`config.mk`:
```
export PLATFORM = sky130hd
export DESIGN_NAME = gpio_port_bank
export DESIGN_NICKNAME = d
export VERILOG_FILES = /design/src/gpio_pkg.sv /design/src/gpio_port_bank.sv
export VERILOG_INCLUDE_DIRS = /design/src /design/src/src
export SDC_FILE = /design/constraint.sdc
export NUM_CORES = 1
export LEC_CHECK = 0
export BUFFER_PORTS_ARGS = -buffer_cell sky130_fd_sc_hd__buf_4
export CAP_MARGIN = 30
export CORE_ASPECT_RATIO = 1.25
export CORE_MARGIN = 5
export CORE_UTILIZATION = 35
export DETAILED_ROUTE_END_ITERATION = 16
export PLACE_DENSITY = 0.61
export SYNTH_ARGS = -nofsm -noshare
export SYNTH_HDL_FRONTEND = slang
export SYNTH_SLANG_ARGS = --single-unit
```
`constraint.sdc`:
```
create_clock -name pclk -period 1.42 [get_ports pclk]
set_clock_uncertainty 0.1 [all_clocks]
set_input_delay 0.142 -clock pclk [delete_from_list [all_inputs] [get_ports pclk]]
set_output_delay 0.142 -clock pclk [all_outputs]
set_load 0.01 [all_outputs]
```
`src/gpio_defs.svh`:
```
`ifndef GPIO_DEFS_SVH
`define GPIO_DEFS_SVH

// ----------------------------------------
// Register indices, byte address = 4 * index
// ----------------------------------------
`define GPIO_IDX_PORT0_DATA 10'h080
`define GPIO_IDX_P1_DATA 10'h090
`define GPIO_IDX_P2_DATA 10'h0a0
`define GPIO_IDX_P5_DATA 10'h0d8
`define GPIO_IDX_PORT0_DIR 10'h09a
`define GPIO_IDX_PORT0_PULL 10'h09b
`define GPIO_IDX_P1_DIR 10'h091
`define GPIO_IDX_P1_PULL 10'h092
`define GPIO_IDX_P2_DIR 10'h0a1
`define GPIO_IDX_P2_PULL 10'h0a2
`define GPIO_IDX_P5_DIR 10'h0d9
`define GPIO_IDX_P5_PULL 10'h0da

// ----------------------------------------
// Field layout and reset values
// ----------------------------------------
`define GPIO_IDX_LSB 2
`define GPIO_IDX_MSB 11
`define GPIO_MASK_FULL 8'hff
`define GPIO_MASK_P5 8'h03
`define GPIO_RST_DATA 8'h00
`define GPIO_RST_DIR 8'h00
`define GPIO_RST_PULL 8'h00
`define GPIO_RST_WORD 32'h0000_0000

`endif

```
`src/gpio_pkg.sv`:
```
package gpio_pkg;
    typedef logic [7:0] port_byte_t;
    typedef logic [9:0] reg_index_t;
    typedef enum logic {
        APB_IDLE,
        APB_ANSWER
    } apb_phase_t;
endpackage

```
`src/gpio_port_bank.sv`:
```
// Function
// - Direction bit 0 makes the pin an input, 1 a push-pull output.
// - Pull-up bit acts only while direction is 0; 1 turns pull-up on.
// - After reset every direction and pull-up bit is 0.
// - Reading a data register returns the actual pin levels.
// - Pull-up input reads low only when driven low externally.
//
// Register access over APB was decided locally.
`timescale 1ns/1ps
`include "gpio_defs.svh"

module gpio_port_bank
    import gpio_pkg::*;
(
    // Clock, reset, enable
    input wire logic pclk,
    input wire logic presetn,
    input wire logic ce,
    // APB slave
    input wire logic psel,
    input wire logic penable,
    input wire logic pwrite,
    input wire logic [11:0] paddr,
    input wire logic [31:0] pwdata,
    output logic [31:0] prdata,
    output logic pready,
    output logic pslverr,
    // Port 0 pins
    input wire logic [7:0] p0_in,
    output logic [7:0] p0_out,
    output logic [7:0] p0_oe_n,
    output logic [7:0] p0_pullup,
    // Port 1 pins
    input wire logic [7:0] p1_in,
    output logic [7:0] p1_out,
    output logic [7:0] p1_oe_n,
    output logic [7:0] p1_pullup,
    // Port 2 pins
    input wire logic [7:0] p2_in,
    output logic [7:0] p2_out,
    output logic [7:0] p2_oe_n,
    output logic [7:0] p2_pullup,
    // Port 5 pins
    input wire logic [1:0] p5_in,
    output logic [1:0] p5_out,
    output logic [1:0] p5_oe_n,
    output logic [1:0] p5_pullup
);

    // ----------------------------------------
    // Per-port tables
    // ----------------------------------------
    localparam int NPORT = 4;
    localparam reg_index_t DATA_IDX [NPORT] = '{
        `GPIO_IDX_PORT0_DATA, `GPIO_IDX_P1_DATA, `GPIO_IDX_P2_DATA, `GPIO_IDX_P5_DATA
    };
    localparam reg_index_t DIR_IDX [NPORT] = '{
        `GPIO_IDX_PORT0_DIR, `GPIO_IDX_P1_DIR, `GPIO_IDX_P2_DIR, `GPIO_IDX_P5_DIR
    };
    localparam reg_index_t PULL_IDX [NPORT] = '{
        `GPIO_IDX_PORT0_PULL, `GPIO_IDX_P1_PULL, `GPIO_IDX_P2_PULL, `GPIO_IDX_P5_PULL
    };
    // Port 5 has two pins; unimplemented bits hold zero
    localparam port_byte_t MASK [NPORT] = '{
        `GPIO_MASK_FULL, `GPIO_MASK_FULL, `GPIO_MASK_FULL, `GPIO_MASK_P5
    };

    // ----------------------------------------
    // Declarations
    // ----------------------------------------
    port_byte_t pin_raw [NPORT];
    port_byte_t pin_meta [NPORT];
    port_byte_t pin_level [NPORT];
    port_byte_t data_q [NPORT];
    port_byte_t dir_q [NPORT];
    port_byte_t pull_q [NPORT];
    port_byte_t drive_out [NPORT];
    port_byte_t drive_oe_n [NPORT];
    port_byte_t drive_pull [NPORT];
    logic [NPORT-1:0] hit_data;
    logic [NPORT-1:0] hit_dir;
    logic [NPORT-1:0] hit_pull;
    reg_index_t bus_index;
    logic bus_mapped;
    logic access_go;
    logic write_go;
    port_byte_t next_rdata;
    apb_phase_t phase;

    assign pin_raw[0] = p0_in;
    assign pin_raw[1] = p1_in;
    assign pin_raw[2] = p2_in;
    assign pin_raw[3] = {6'h00, p5_in};

    // ----------------------------------------
    // Bus decode
    // ----------------------------------------
    assign bus_index = paddr[`GPIO_IDX_MSB:`GPIO_IDX_LSB];
    assign bus_mapped = |{hit_data, hit_dir, hit_pull};
    // One wait state: answer flop set on the first access cycle
    assign access_go = ce && psel && penable && (phase == APB_IDLE);
    assign write_go = ce && psel && penable && pwrite && (phase == APB_ANSWER);

    genvar gi;
    generate
        for (gi = 0; gi < NPORT; gi++) begin : g_port
            assign hit_data[gi] = (bus_index == DATA_IDX[gi]);
            assign hit_dir[gi] = (bus_index == DIR_IDX[gi]);
            assign hit_pull[gi] = (bus_index == PULL_IDX[gi]);

            // Two-stage synchroniser; pins are asynchronous to pclk
            always_ff @(posedge pclk or negedge presetn) begin
                if (!presetn) begin
                    pin_meta[gi] <= `GPIO_RST_DATA;
                    pin_level[gi] <= `GPIO_RST_DATA;
                end else if (ce) begin
                    pin_meta[gi] <= pin_raw[gi];
                    pin_level[gi] <= pin_meta[gi] & MASK[gi];
                end
            end

            // Configuration and output latch
            always_ff @(posedge pclk or negedge presetn) begin
                if (!presetn) begin
                    dir_q[gi] <= `GPIO_RST_DIR;
                    pull_q[gi] <= `GPIO_RST_PULL;
                    data_q[gi] <= `GPIO_RST_DATA;
                end else if (write_go) begin
                    if (hit_dir[gi]) begin
                        dir_q[gi] <= pwdata[7:0] & MASK[gi];
                    end
                    if (hit_pull[gi]) begin
                        pull_q[gi] <= pwdata[7:0] & MASK[gi];
                    end
                    if (hit_data[gi]) begin
                        data_q[gi] <= pwdata[7:0] & MASK[gi];
                    end
                end
            end

            // Pin drive: enable low while driving
            always_ff @(posedge pclk or negedge presetn) begin
                if (!presetn) begin
                    drive_out[gi] <= `GPIO_RST_DATA;
                    drive_oe_n[gi] <= `GPIO_MASK_FULL;
                    drive_pull[gi] <= `GPIO_RST_PULL;
                end else if (ce) begin
                    drive_out[gi] <= data_q[gi] & dir_q[gi];
                    drive_oe_n[gi] <= ~dir_q[gi];
                    // Pull-up follows its pull bit in input mode only, so an open pulled-up pin reads high
                    drive_pull[gi] <= pull_q[gi] & ~dir_q[gi];
                end
            end
        end
    endgenerate

    // ----------------------------------------
    // Read mux
    // ----------------------------------------
    always_comb begin
        next_rdata = `GPIO_RST_DATA;
        for (int i = 0; i < NPORT; i++) begin
            // Data reads give the live pin, not the latch
            if (hit_data[i]) begin
                next_rdata = next_rdata | pin_level[i];
            end
            if (hit_dir[i]) begin
                next_rdata = next_rdata | dir_q[i];
            end
            if (hit_pull[i]) begin
                next_rdata = next_rdata | pull_q[i];
            end
        end
    end

    // ----------------------------------------
    // APB answer
    // ----------------------------------------
    always_ff @(posedge pclk or negedge presetn) begin
        if (!presetn) begin
            phase <= APB_IDLE;
            pready <= 1'b0;
            pslverr <= 1'b0;
            prdata <= `GPIO_RST_WORD;
        end else if (ce) begin
            case (phase)
                APB_IDLE: begin
                    if (access_go) begin
                        phase <= APB_ANSWER;
                        pready <= 1'b1;
                        pslverr <= ~bus_mapped;
                        prdata <= (!pwrite && bus_mapped) ? {24'h00_0000, next_rdata}
                                                          : `GPIO_RST_WORD;
                    end
                end
                APB_ANSWER: begin
                    phase <= APB_IDLE;
                    pready <= 1'b0;
                    pslverr <= 1'b0;
                    prdata <= `GPIO_RST_WORD;
                end
                default: begin
                    phase <= APB_IDLE;
                    pready <= 1'b0;
                end
            endcase
        end
    end

    // ----------------------------------------
    // Pin outputs
    // ----------------------------------------
    assign p0_out = drive_out[0];
    assign p0_oe_n = drive_oe_n[0];
    assign p0_pullup = drive_pull[0];
    assign p1_out = drive_out[1];
    assign p1_oe_n = drive_oe_n[1];
    assign p1_pullup = drive_pull[1];
    assign p2_out = drive_out[2];
    assign p2_oe_n = drive_oe_n[2];
    assign p2_pullup = drive_pull[2];
    assign p5_out = drive_out[3][1:0];
    assign p5_oe_n = drive_oe_n[3][1:0];
    assign p5_pullup = drive_pull[3][1:0];

endmodule // gpio_port_bank

```
==> flow_summary.toml, run 1 <==
[outcome]
status = "finished, violations left"
violations = "setup timing"

[worst_setup_path]
worstPathCellList = "nand3_4 -> or2_4 -> nor3b_4 -> mux2_1"
slowest_stage = "dfrtp_1"
cp_max_fo = 3
cpPeakStageDelay_ns = 0.42
end_kind = "register"
arrival_ns = 1.91
startpoint_type = "register"
required_ns = 1.70
path_class = "register to register"

[sta]
timing.final.ws_setup_ns = -0.202
rsz0062_at_grt = "true"
fmax_ghz = 0.616
period_needed_ns = 1.62
hold_viol_final = 0
slew_headroom = 0.659
setup_violations = 80
hold_ws_ns = 0.0381
fin_crit_sh = 1.14
drv_slew = 0
tightest_slew_ns = 0.512

[route]
dr.pass1.iters = 4
viasPerCell = 4.89
postRouteAntennaNets = 0
routed_wl_mm = 27.7
num_vias = 7001
first_iter_violations = 293
post_drt_wl_per_cell_um = 19.4
drc = 0

[global_route]
track_usage = 0.173
antenna_found_initial = 0
grt_max_degree = 110
grt_pass1_vias = 7350
grt_pass1_wl_mm = 43.2
grt_overflow = 0

[cells_and_area]
insertedDiodeCount = 0
nNetsFinal = 1141
final_util = 0.498
drive_above_1_share = 0.470
seq_area_sq_um = 5510
multi_input_area_sq_um = 4100
fillers = 2457
areaGrowthSynthToFinish_pct = 41.1

[die]
ioPinCount = 188
num_rows = 68
initial_core_util = 0.353
die_h_um = 196
die-width_um = 159
dieArea_sq_um = 31200
coreArea_sq_um = 27500

[synth]
synthAdderAreaFrac = 0
synthArstFlopShare = 1.00
yosys_warnings = 0
yosys.area_share.simple = 0.101
syn-instance-count = 786
ys_ff_latch = 219
synth_compound_area_frac = 0.0698
synth.distinct_cells = 71
seq_area_frac_synth = 0.568
synth_xor_area_frac = 0.000902
synthMuxAreaShare = 0.188
synth_flop_cell = "dfrtp_1"
syn_area_per_cell_sq_um = 12.4
synth_top_family_by_area = "multiplexers"
syn_area_sq_um = 9710
synth_edf_count = 0

[flow_run]
drv_cap = 0

[power]
cellPowerDensity_nw_per_um2 = 998
p_leak_nw = 6.57
ir_drop_uv = 751
power_mw = 13.7

[cts]
numCtsBuffers = 22
clock_path_buffers = 3
clkSinkCount = 219
cts_tree = "yes"
htreeDepth = 1
clock_latency_ns = 0.52
clk_pin_slew_ns = 0.06
cts-root-buf = "clkbuf_16"

[placed_design]
port_buffers = 137
post-dp-hpwl_mm = 19.9
finalWeightedCongestion = 0.887

[worst_hold_path]
holdCritPathClass = "primary input to register"
[power breakdown]
part	switching (mW)	total, mW	internal (mW)
combinational	0.591	1.19	0.595
sequential	0.123	6.57	6.45
clock	2.46	5.92	3.46
[cell type report]
class                      instances  area share
clock buffer                      33      0.0461
clock inverter                     7     0.00749
inverter                          80      0.0221
multi-input combinational        446       0.299
sequential                       219       0.402
tap                              350      0.0320
timing repair buffer             296       0.191
[worst paths after layout]
kind                                        start                     end  slack [ns]  cells past startpoint
min in group asynchronous                 presetn       phase$_DFFE_PN0P_        0.51                      3
min reg2reg                p0_oe_n[1]$_DFFE_PN1P_  p0_oe_n[1]$_DFFE_PN1P_        0.37                      2
min                                        pwrite   prdata[4]$_DFFE_PN0P_        0.04                      6
max reg2reg                     phase$_DFFE_PN0P_   pull_q[0]$_DFFE_PN0P_       -0.20                      4
max                             phase$_DFFE_PN0P_   pull_q[0]$_DFFE_PN0P_       -0.20                      4
max in group asynchronous                 presetn  p0_oe_n[6]$_DFFE_PN1P_        0.11                      4
[sequential cells by signal, indices dropped and copies added (netlist names), 26 cells and up]
register / cells
data_q: 26
dir_q: 26
pin_level: 26
pin_meta: 26
pull_q: 26
[routing by layer]
layer	wire, um	vias to the layer above	global-route usage
met5	0	-	0
met4	738	0	0.0569
met3	1110	44	0.0254
met2	13500	169	0.290
met1	12400	3518	0.232
li1	-	3270	-
[synth_stat cells, drive strengths merged, types with 4 or more instances]
cell	number	area share
a22o	4	0.0036
and3b	5	0.0045
a21oi	9	0.0046
nand3	42	0.023
nand3b	26	0.020
a22oi	5	0.0039
clkbuf	22	0.011
mux2i	32	0.033
dfstp	26	0.070
buf	40	0.028
nor4	6	0.0061
mux2	134	0.16
nor2b	6	0.0041
o21ai	64	0.033
nor2	7	0.0030
nand2	19	0.0076
dfrtp	193	0.50
nand4	8	0.0067
inv	80	0.031
and3	5	0.0034
[stage by stage]
stage / cells / area, sq um / worst slack (ns) / TNS, ns
floorplan: 809 / 10100 / -0.435 / -16.47
global placement: 1343 / 12100 / -0.717 / -38.96
detailed placement: 1343 / 12100 / -0.755 / -40.06
CTS: 1424 / 13400 / -0.200 / -7.95
global route: 1431 / 13700 / -0.264 / -14.12
finish: 1431 / 13700 / -0.202 / -9.44
[kinds of logic after synthesis]
logic type      Yosys count
flops                   219
mux                     166
simple gates            146
buf+inv                 144
compound gates          109
xor+xnor                  1
other cells               1
[repair_timing]
item / in CTS / in global routing
pin swaps: 10 / 18
hold endpoints to repair: 330 / 0
setup endpoints to repair: 100 / 117
hold buffers: 41 / 0
buffers inserted: 2 / 7
cloned: 0 / 1
resized for setup: 68 / 43
[cells in the final DEF (no fill, tap or decap), types with 4 or more instances in the layout]
cell | synthesis | routed
mux2i_1 | 32 | 32
nand2_1 | 18 | 14
conb_1 | 1 | 24
and3_4 | 0 | 4
dfrtp_1 | 193 | 193
o21ai_1 | 1 | 6
buf_6 | 2 | 35
nor4_4 | 1 | 4
a22o_1 | 4 | 4
clkbuf_8 | 2 | 4
clkbuf_16 | 0 | 23
nand3b_1 | 26 | 26
a21oi_1 | 9 | 6
nand3_1 | 40 | 37
dlygate4sd3_1 | 2 | 41
mux2_2 | 125 | 88
clkbuf_1 | 20 | 7
inv_1 | 80 | 79
mux2_4 | 0 | 45
buf_4 | 26 | 209
nor2b_1 | 5 | 5
nand4_1 | 7 | 7
o21ai_0 | 63 | 55
buf_12 | 0 | 8
nor2_1 | 6 | 6
a22oi_1 | 5 | 4
dfstp_2 | 26 | 26
and3b_1 | 5 | 5
[worst max-delay path: cells and delay by family (launching register included)]
family	cells	cell delay, ns
and+or+nand+nor	3	0.62
DFF	1	0.42
muxes	1	0.34
Power figures use the tool's default switching activity.
==> run 2: changes to the inputs <==
--- a/config.mk
+++ b/config.mk
@@ -6,11 +6,13 @@
 export SDC_FILE = /design/constraint.sdc
 export NUM_CORES = 1
 export LEC_CHECK = 0
+export ABC_CLOCK_PERIOD_IN_PS = 1420
 export BUFFER_PORTS_ARGS = -buffer_cell sky130_fd_sc_hd__buf_4
 export CAP_MARGIN = 30
-export CORE_ASPECT_RATIO = 1.25
+export CORE_ASPECT_RATIO = 0.9
 export CORE_MARGIN = 5
 export CORE_UTILIZATION = 35
+export CTS_CLUSTER_SIZE = 40
 export DETAILED_ROUTE_END_ITERATION = 16
 export PLACE_DENSITY = 0.61
 export SYNTH_ARGS = -nofsm -noshare
==> run 2 against run 1 <==
  * The run still ends with setup timing left
  * Core utilization increased by 1.4 points
  * Design area increased by 1.7%
  * Non-clock buffer count decreased by 4
  * Register-to-register slack gained 0.02 ns
  * Wire length up 1.7%
  * Combinational power grew 5%
  * Critical path type unchanged
  * Largest cell class unchanged
  * Largest power group unchanged
==> flow_summary.toml, run 2 (same netlist as run 1, synthesis figures left out) <==
[placed_design]
port_buffers = 137
finalWeightedCongestion = 0.863
dpl.cell_count = 1341
post-dp-hpwl_mm = 19.9

[power]
ir_drop_uv = 785
p_leak_nw = 6.66
cellPowerDensity_nw_per_um2 = 1010
power_mw = 14.1

[cells_and_area]
final_common_cell = "buf_4"
areaGrowthSynthToFinish_pct = 43.4
insertedDiodeCount = 0
nNetsFinal = 1140
fin_cells = 1436
multi_input_area_sq_um = 4250
fillers = 2379
drive_above_1_share = 0.474
final_cell_mix = "buf_4, dfrtp_1, inv_1, mux2_4, mux2_2"
seq_area_sq_um = 5510

[route]
postRouteAntennaNets = 0
post_drt_wl_per_cell_um = 19.6
viasPerCell = 4.96
first_iter_violations = 452
dr.pass1.iters = 5
drc = 0
routed_wl_mm = 28.2
num_vias = 7126

[die]
dieArea_sq_um = 31200
ioPinCount = 188
coreArea_sq_um = 27200
die_h_um = 168
initial_core_util = 0.357
num_rows = 57
die-width_um = 186

[worst_setup_path]
reg2reg_slack_ns = -0.19
r2r-start = "phase$_DFFE_PN0P_"
worstPathCellList = "nand3_2 -> or2_4 -> nor3b_4 -> mux2_4"
cpPeakStageDelay_ns = 0.39
required_ns = 1.71
worstPathBufferInverterCount = 0
path_class = "register to register"
end_kind = "register"
startpoint_type = "register"
arrival_ns = 1.90
cp.depth = 4
rr_endpoint = "dir_q[0]$_DFFE_PN0P_"
reg2reg_depth = 4
cp_max_fo = 3
critPathTopFamily = "simple AND/OR/NAND/NOR gates"
slowest_stage = "dfrtp_1"

[worst_hold_path]
min_to = "pslverr$_DFFE_PN0P_"
holdCritPathClass = "primary input to register"
hold_depth = 5
holdCritStartpoint = "ce"

[flow_run]
drv_cap = 0

[outcome]
violations = "setup timing"
status = "finished, violations left"

[sta]
fmax_ghz = 0.623
fin_setup_tns_ns = -6.67
hold_ws_ns = 0.0282
period_needed_ns = 1.61
timing.final.ws_setup_ns = -0.186
rsz0062_at_grt = "true"
drv_slew = 0
hold_viol_final = 0
setup_violations = 82
fin_crit_sh = 1.13
tightest_slew_ns = 0.637
slew_headroom = 0.575

[cts]
clk_pin_slew_ns = 0.06
numCtsBuffers = 25
cts-root-buf = "clkbuf_16"
cts_tree = "yes"
htreeDepth = 1
clock_latency_ns = 0.52
clock_path_buffers = 3
clkSinkCount = 219

[global_route]
grt_pass1_vias = 7103
grt_overflow = 0
antenna_found_initial = 0
track_usage = 0.178
grt_pass1_wl_mm = 43.6
grt_max_degree = 107
run 2: report_power, final:
part | switching, mW | internal, mW | total, mW | leakage (nW)
registers | 0.145 | 6.45 | 6.60 | 2.84
clock network | 2.52 | 3.73 | 6.26 | 0.373
logic | 0.616 | 0.632 | 1.25 | 3.45
total | 3.28 | 10.8 | 14.1 | 6.66
run 2: worst reg2reg max path, delay by kind of cell, from the launching register on:
kind	cells	cell delay, ns
DFF	1	0.39
and+or+nand+nor	3	0.68
muxes	1	0.32
run 2: worst max path at each step:
stage,to,start
global placement,prdata[5]$_DFFE_PN0P_,paddr[8]
global route,prdata[3]$_DFFE_PN0P_,pull_q[19]$_DFFE_PN0P_
floorplan,data_q[24]$_DFFE_PN0P_,paddr[2]
finish,dir_q[0]$_DFFE_PN0P_,phase$_DFFE_PN0P_
CTS,prdata[3]$_DFFE_PN0P_,pull_q[19]$_DFFE_PN0P_
detailed placement,prdata[2]$_DFFE_PN0P_,paddr[8]
run 2: repair_timing:
action,CTS,global route
hold buffers,38,0
endpoints found under the setup margin,102,149
gates cloned,1,1
buffers inserted,5,9
gates resized for setup,93,57
hold endpoints to repair,324,0
pin swaps,19,10
run 2: cell type report:
cell class	count	share of cell area
repair buffers	292	0.189
multi-input cells	446	0.305
inverters	80	0.0217
clock buffers	38	0.0499
flip-flops and latches	219	0.396
clock inverters	7	0.00692
well taps	354	0.0318
run 2: metal layers:
| metal | GRT usage | vias up | share of wire |
|---|---|---|---|
| met1 | 0.282 | 3607 | 0.49 |
| met4 | 0.0339 | 0 | 0.013 |
| met3 | 0.0270 | 27 | 0.056 |
| met5 | 0 | - | 0 |
| met2 | 0.259 | 212 | 0.45 |
| li1 | - | 3280 | - |
run 2: metrics by stage:
stage                     setup WS, ns  utilization  instance area (sq um)
after floorplan                 -0.435            -                  10100
after global placement          -0.683        0.442                  12000
after detailed placement        -0.685        0.442                  12000
after CTS                       -0.265        0.500                  13600
after global routing            -0.270        0.513                  13900
final                           -0.186        0.513                  13900
==> run 3: changes to the inputs <==
--- a/config.mk
+++ b/config.mk
@@ -6,6 +6,7 @@
 export SDC_FILE = /design/constraint.sdc
 export NUM_CORES = 1
 export LEC_CHECK = 0
+export ABC_AREA = 1
 export ABC_CLOCK_PERIOD_IN_PS = 1420
 export BUFFER_PORTS_ARGS = -buffer_cell sky130_fd_sc_hd__buf_4
 export CAP_MARGIN = 30
@@ -14,7 +15,7 @@
 export CORE_UTILIZATION = 35
 export CTS_CLUSTER_SIZE = 40
 export DETAILED_ROUTE_END_ITERATION = 16
-export PLACE_DENSITY = 0.61
+export PLACE_DENSITY = 0.6
 export SYNTH_ARGS = -nofsm -noshare
 export SYNTH_HDL_FRONTEND = slang
 export SYNTH_SLANG_ARGS = --single-unit
==> run 3 against run 2 <==
  * The flow now finishes without violations
  * Synthesized cell count grew 38%
  * Combinational power shrank 11%
  * Hold slack lost 0.010 ns
  * Register-to-register slack gained 0.27 ns
  * Sequential cell count is the same
  * Clock power grew 6.5%
  * Sequential power is essentially flat
  * Critical endpoint is now p1_oe_n[0]
==> flow_summary.toml, run 3 <==
[sta]
period_needed_ns = 1.41
timing.final.ws_setup_ns = 0.0134
rsz0062_at_grt = "true"
setup_violations = 0
fmax_ghz = 0.711
hold_viol_final = 0
fin_crit_sh = 0.991
drv_slew = 0

[route]
viasPerCell = 4.77
postRouteAntennaNets = 0
num_vias = 7993
dr.pass1.iters = 5
first_iter_violations = 636
post_drt_wl_per_cell_um = 16.7
routed_wl_mm = 28.0
drc = 0

[synth]
netlist_top_cells_count = "nand2_1, dfrtp_1, o21ai_0"
syn_area_sq_um = 9380
synth.distinct_cells = 26
yosys_warnings = 0
seq_area_frac_synth = 0.588
synth_top_area_frac = 0.515
synthArstFlopShare = 1.00
syn-instance-count = 1086
yosysMostFrequentCell = "nand2_1"
syn_area_per_cell_sq_um = 8.64
synth_flop_cell = "dfrtp_1"
synth_largest_area_cell = "dfrtp_1"
ys_ff_latch = 219
synthTopCellsByArea = "dfrtp_1, nand2_1, dfstp_2, o21ai_0, nand3_1"
synth_edf_count = 0

[die]
die-width_um = 183
initial_core_util = 0.358
die_h_um = 165
num_rows = 56
coreArea_sq_um = 26200
dieArea_sq_um = 30200
ioPinCount = 188

[cts]
clock_path_buffers = 3
cts-root-buf = "clkbuf_16"
htreeDepth = 1
clock_latency_ns = 0.51
clk_pin_slew_ns = 0.06
cts_tree = "yes"
numCtsBuffers = 24
clkSinkCount = 219

[power]
ir_drop_uv = 769
p_leak_nw = 6.44
cellPowerDensity_nw_per_um2 = 1140

[worst_setup_path]
worstPathCellList = "buf_6"
startpoint = "p1_oe_n[0]$_DFFE_PN1P_"
end_kind = "primary output"
r2r-start = "phase$_DFFE_PN0P_"
reg2reg_depth = 7
startpoint_type = "register"
reg2reg_slack_ns = 0.08
slowest_stage = "dfstp_2"
path_class = "register to primary output"
worstPathBufferInverterCount = 1
critPathTopFamily = "flip-flops"
required_ns = 1.18
cpPeakStageDelay_ns = 0.55
cp.depth = 1
crit_end = "p1_oe_n[0]"
arrival_ns = 1.16
cp_max_fo = 2
rr_endpoint = "data_q[23]$_DFFE_PN0P_"

[cells_and_area]
multi_input_area_sq_um = 3330
seq_area_sq_um = 5510
insertedDiodeCount = 0
design_area_sq_um = 12600
areaGrowthSynthToFinish_pct = 34.1
drive_above_1_share = 0.239
final_cell_mix = "nand2_1, dfrtp_1, buf_4, o21ai_0, nand3_1"
final_common_cell = "nand2_1"
final_util = 0.480
fillers = 2554
nNetsFinal = 1386

[outcome]
status = "finished clean"

[global_route]
grt_overflow = 0
use_met2 = 0.297
antenna_found_initial = 0
grt_use_met3 = 0.0324
top_usage_layer = "met2"
grtUsageMet1 = 0.266
grt_max_degree = 67
grt_pass1_wl_mm = 44.5
grt_pass1_vias = 7921
track_usage = 0.185

[placed_design]
finalWeightedCongestion = 0.899
dpl_worst_slack_ns = -0.276
post-dp-hpwl_mm = 20.3
dpl_cell_area_sq_um = 11300
port_buffers = 137

[worst_hold_path]
holdCritPathClass = "primary input to register"

[flow_run]
drv_cap = 0
==> run 3: area by class of cell <==
cell class / count / area share
multi-input cells: 755 / 0.265
flip-flops and latches: 219 / 0.438
clock inverters: 7 / 0.0109
well taps: 348 / 0.0346
inverters: 67 / 0.0204
clock buffers: 37 / 0.0573
repair buffers: 243 / 0.174
==> run 3: what timing repair did <==
item                                   4_1_cts  5_1_grt
resized for setup                           11       17
setup endpoints to repair                   13       42
hold buffers                                33        0
setup buffers                                3        0
endpoints found under the hold margin      255        0
pin swaps                                    0        0
==> run 3: worst reg2reg max path, delay by kind of cell, from the launching register on <==
| kind | cells | cell delay (ns) |
|---|---|---|
| AOI/OAI and AO/OA | 1 | 0.07 |
| DFF | 1 | 0.35 |
| buffers and inverters | 3 | 0.39 |
| and+or+nand+nor | 3 | 0.29 |
==> run 3: kinds of logic after synthesis <==
group                  Yosys count  share of synthesized area
DFF                            219                      0.588
and+or+nand+nor                586                      0.264
buffers and inverters          135                     0.0690
other                            1                   0.000400
AOI/OAI and AO/OA              145                     0.0786
==> run 3: power by group <==
group	internal (mW)	total [mW]	switching, mW
Combinational	0.467	1.11	0.641
Sequential	6.49	6.61	0.129
Clock	4.21	6.67	2.46
Total	11.2	14.4	3.22
==> run 3: metal layers <==
| metal | vias up | wire length (um) |
|---|---|---|
| li1 | 3853 | - |
| met4 | 0 | 484 |
| met1 | 3881 | 13000 |
| met5 | - | 0 |
| met3 | 33 | 1620 |
| met2 | 226 | 12900 |
==> run 3: through the flow <==
stage	instances	total power [mW]	hold WS, ns	TNS, ns
2_1_floorplan	1109	7.15	-0.254	0
3_3_place_gp	1596	7.73	0.0191	-11.40
3_5_place_dp	1596	7.74	0.0191	-13.37
4_1_cts	1676	14.5	0.00846	-0.0480
5_1_grt	1676	14.9	0.0323	-0.148
6_report	1676	14.4	0.0180	0
==> run 3: worst min path at each step <==
stage	startpoint	endpoint	slack [ns]	cells past startpoint
floorplan	presetn	data_q[0]$_DFFE_PN0P_	-0.25	0
global placement	presetn	p2_out[4]$_DFFE_PN0P_	0.02	1
detailed placement	presetn	p2_out[2]$_DFFE_PN0P_	0.02	1
CTS	pwdata[2]	dir_q[10]$_DFFE_PN0P_	0.008	3
global route	pwdata[2]	dir_q[10]$_DFFE_PN0P_	0.03	3
finish	pwdata[2]	pull_q[18]$_DFFE_PN0P_	0.02	3
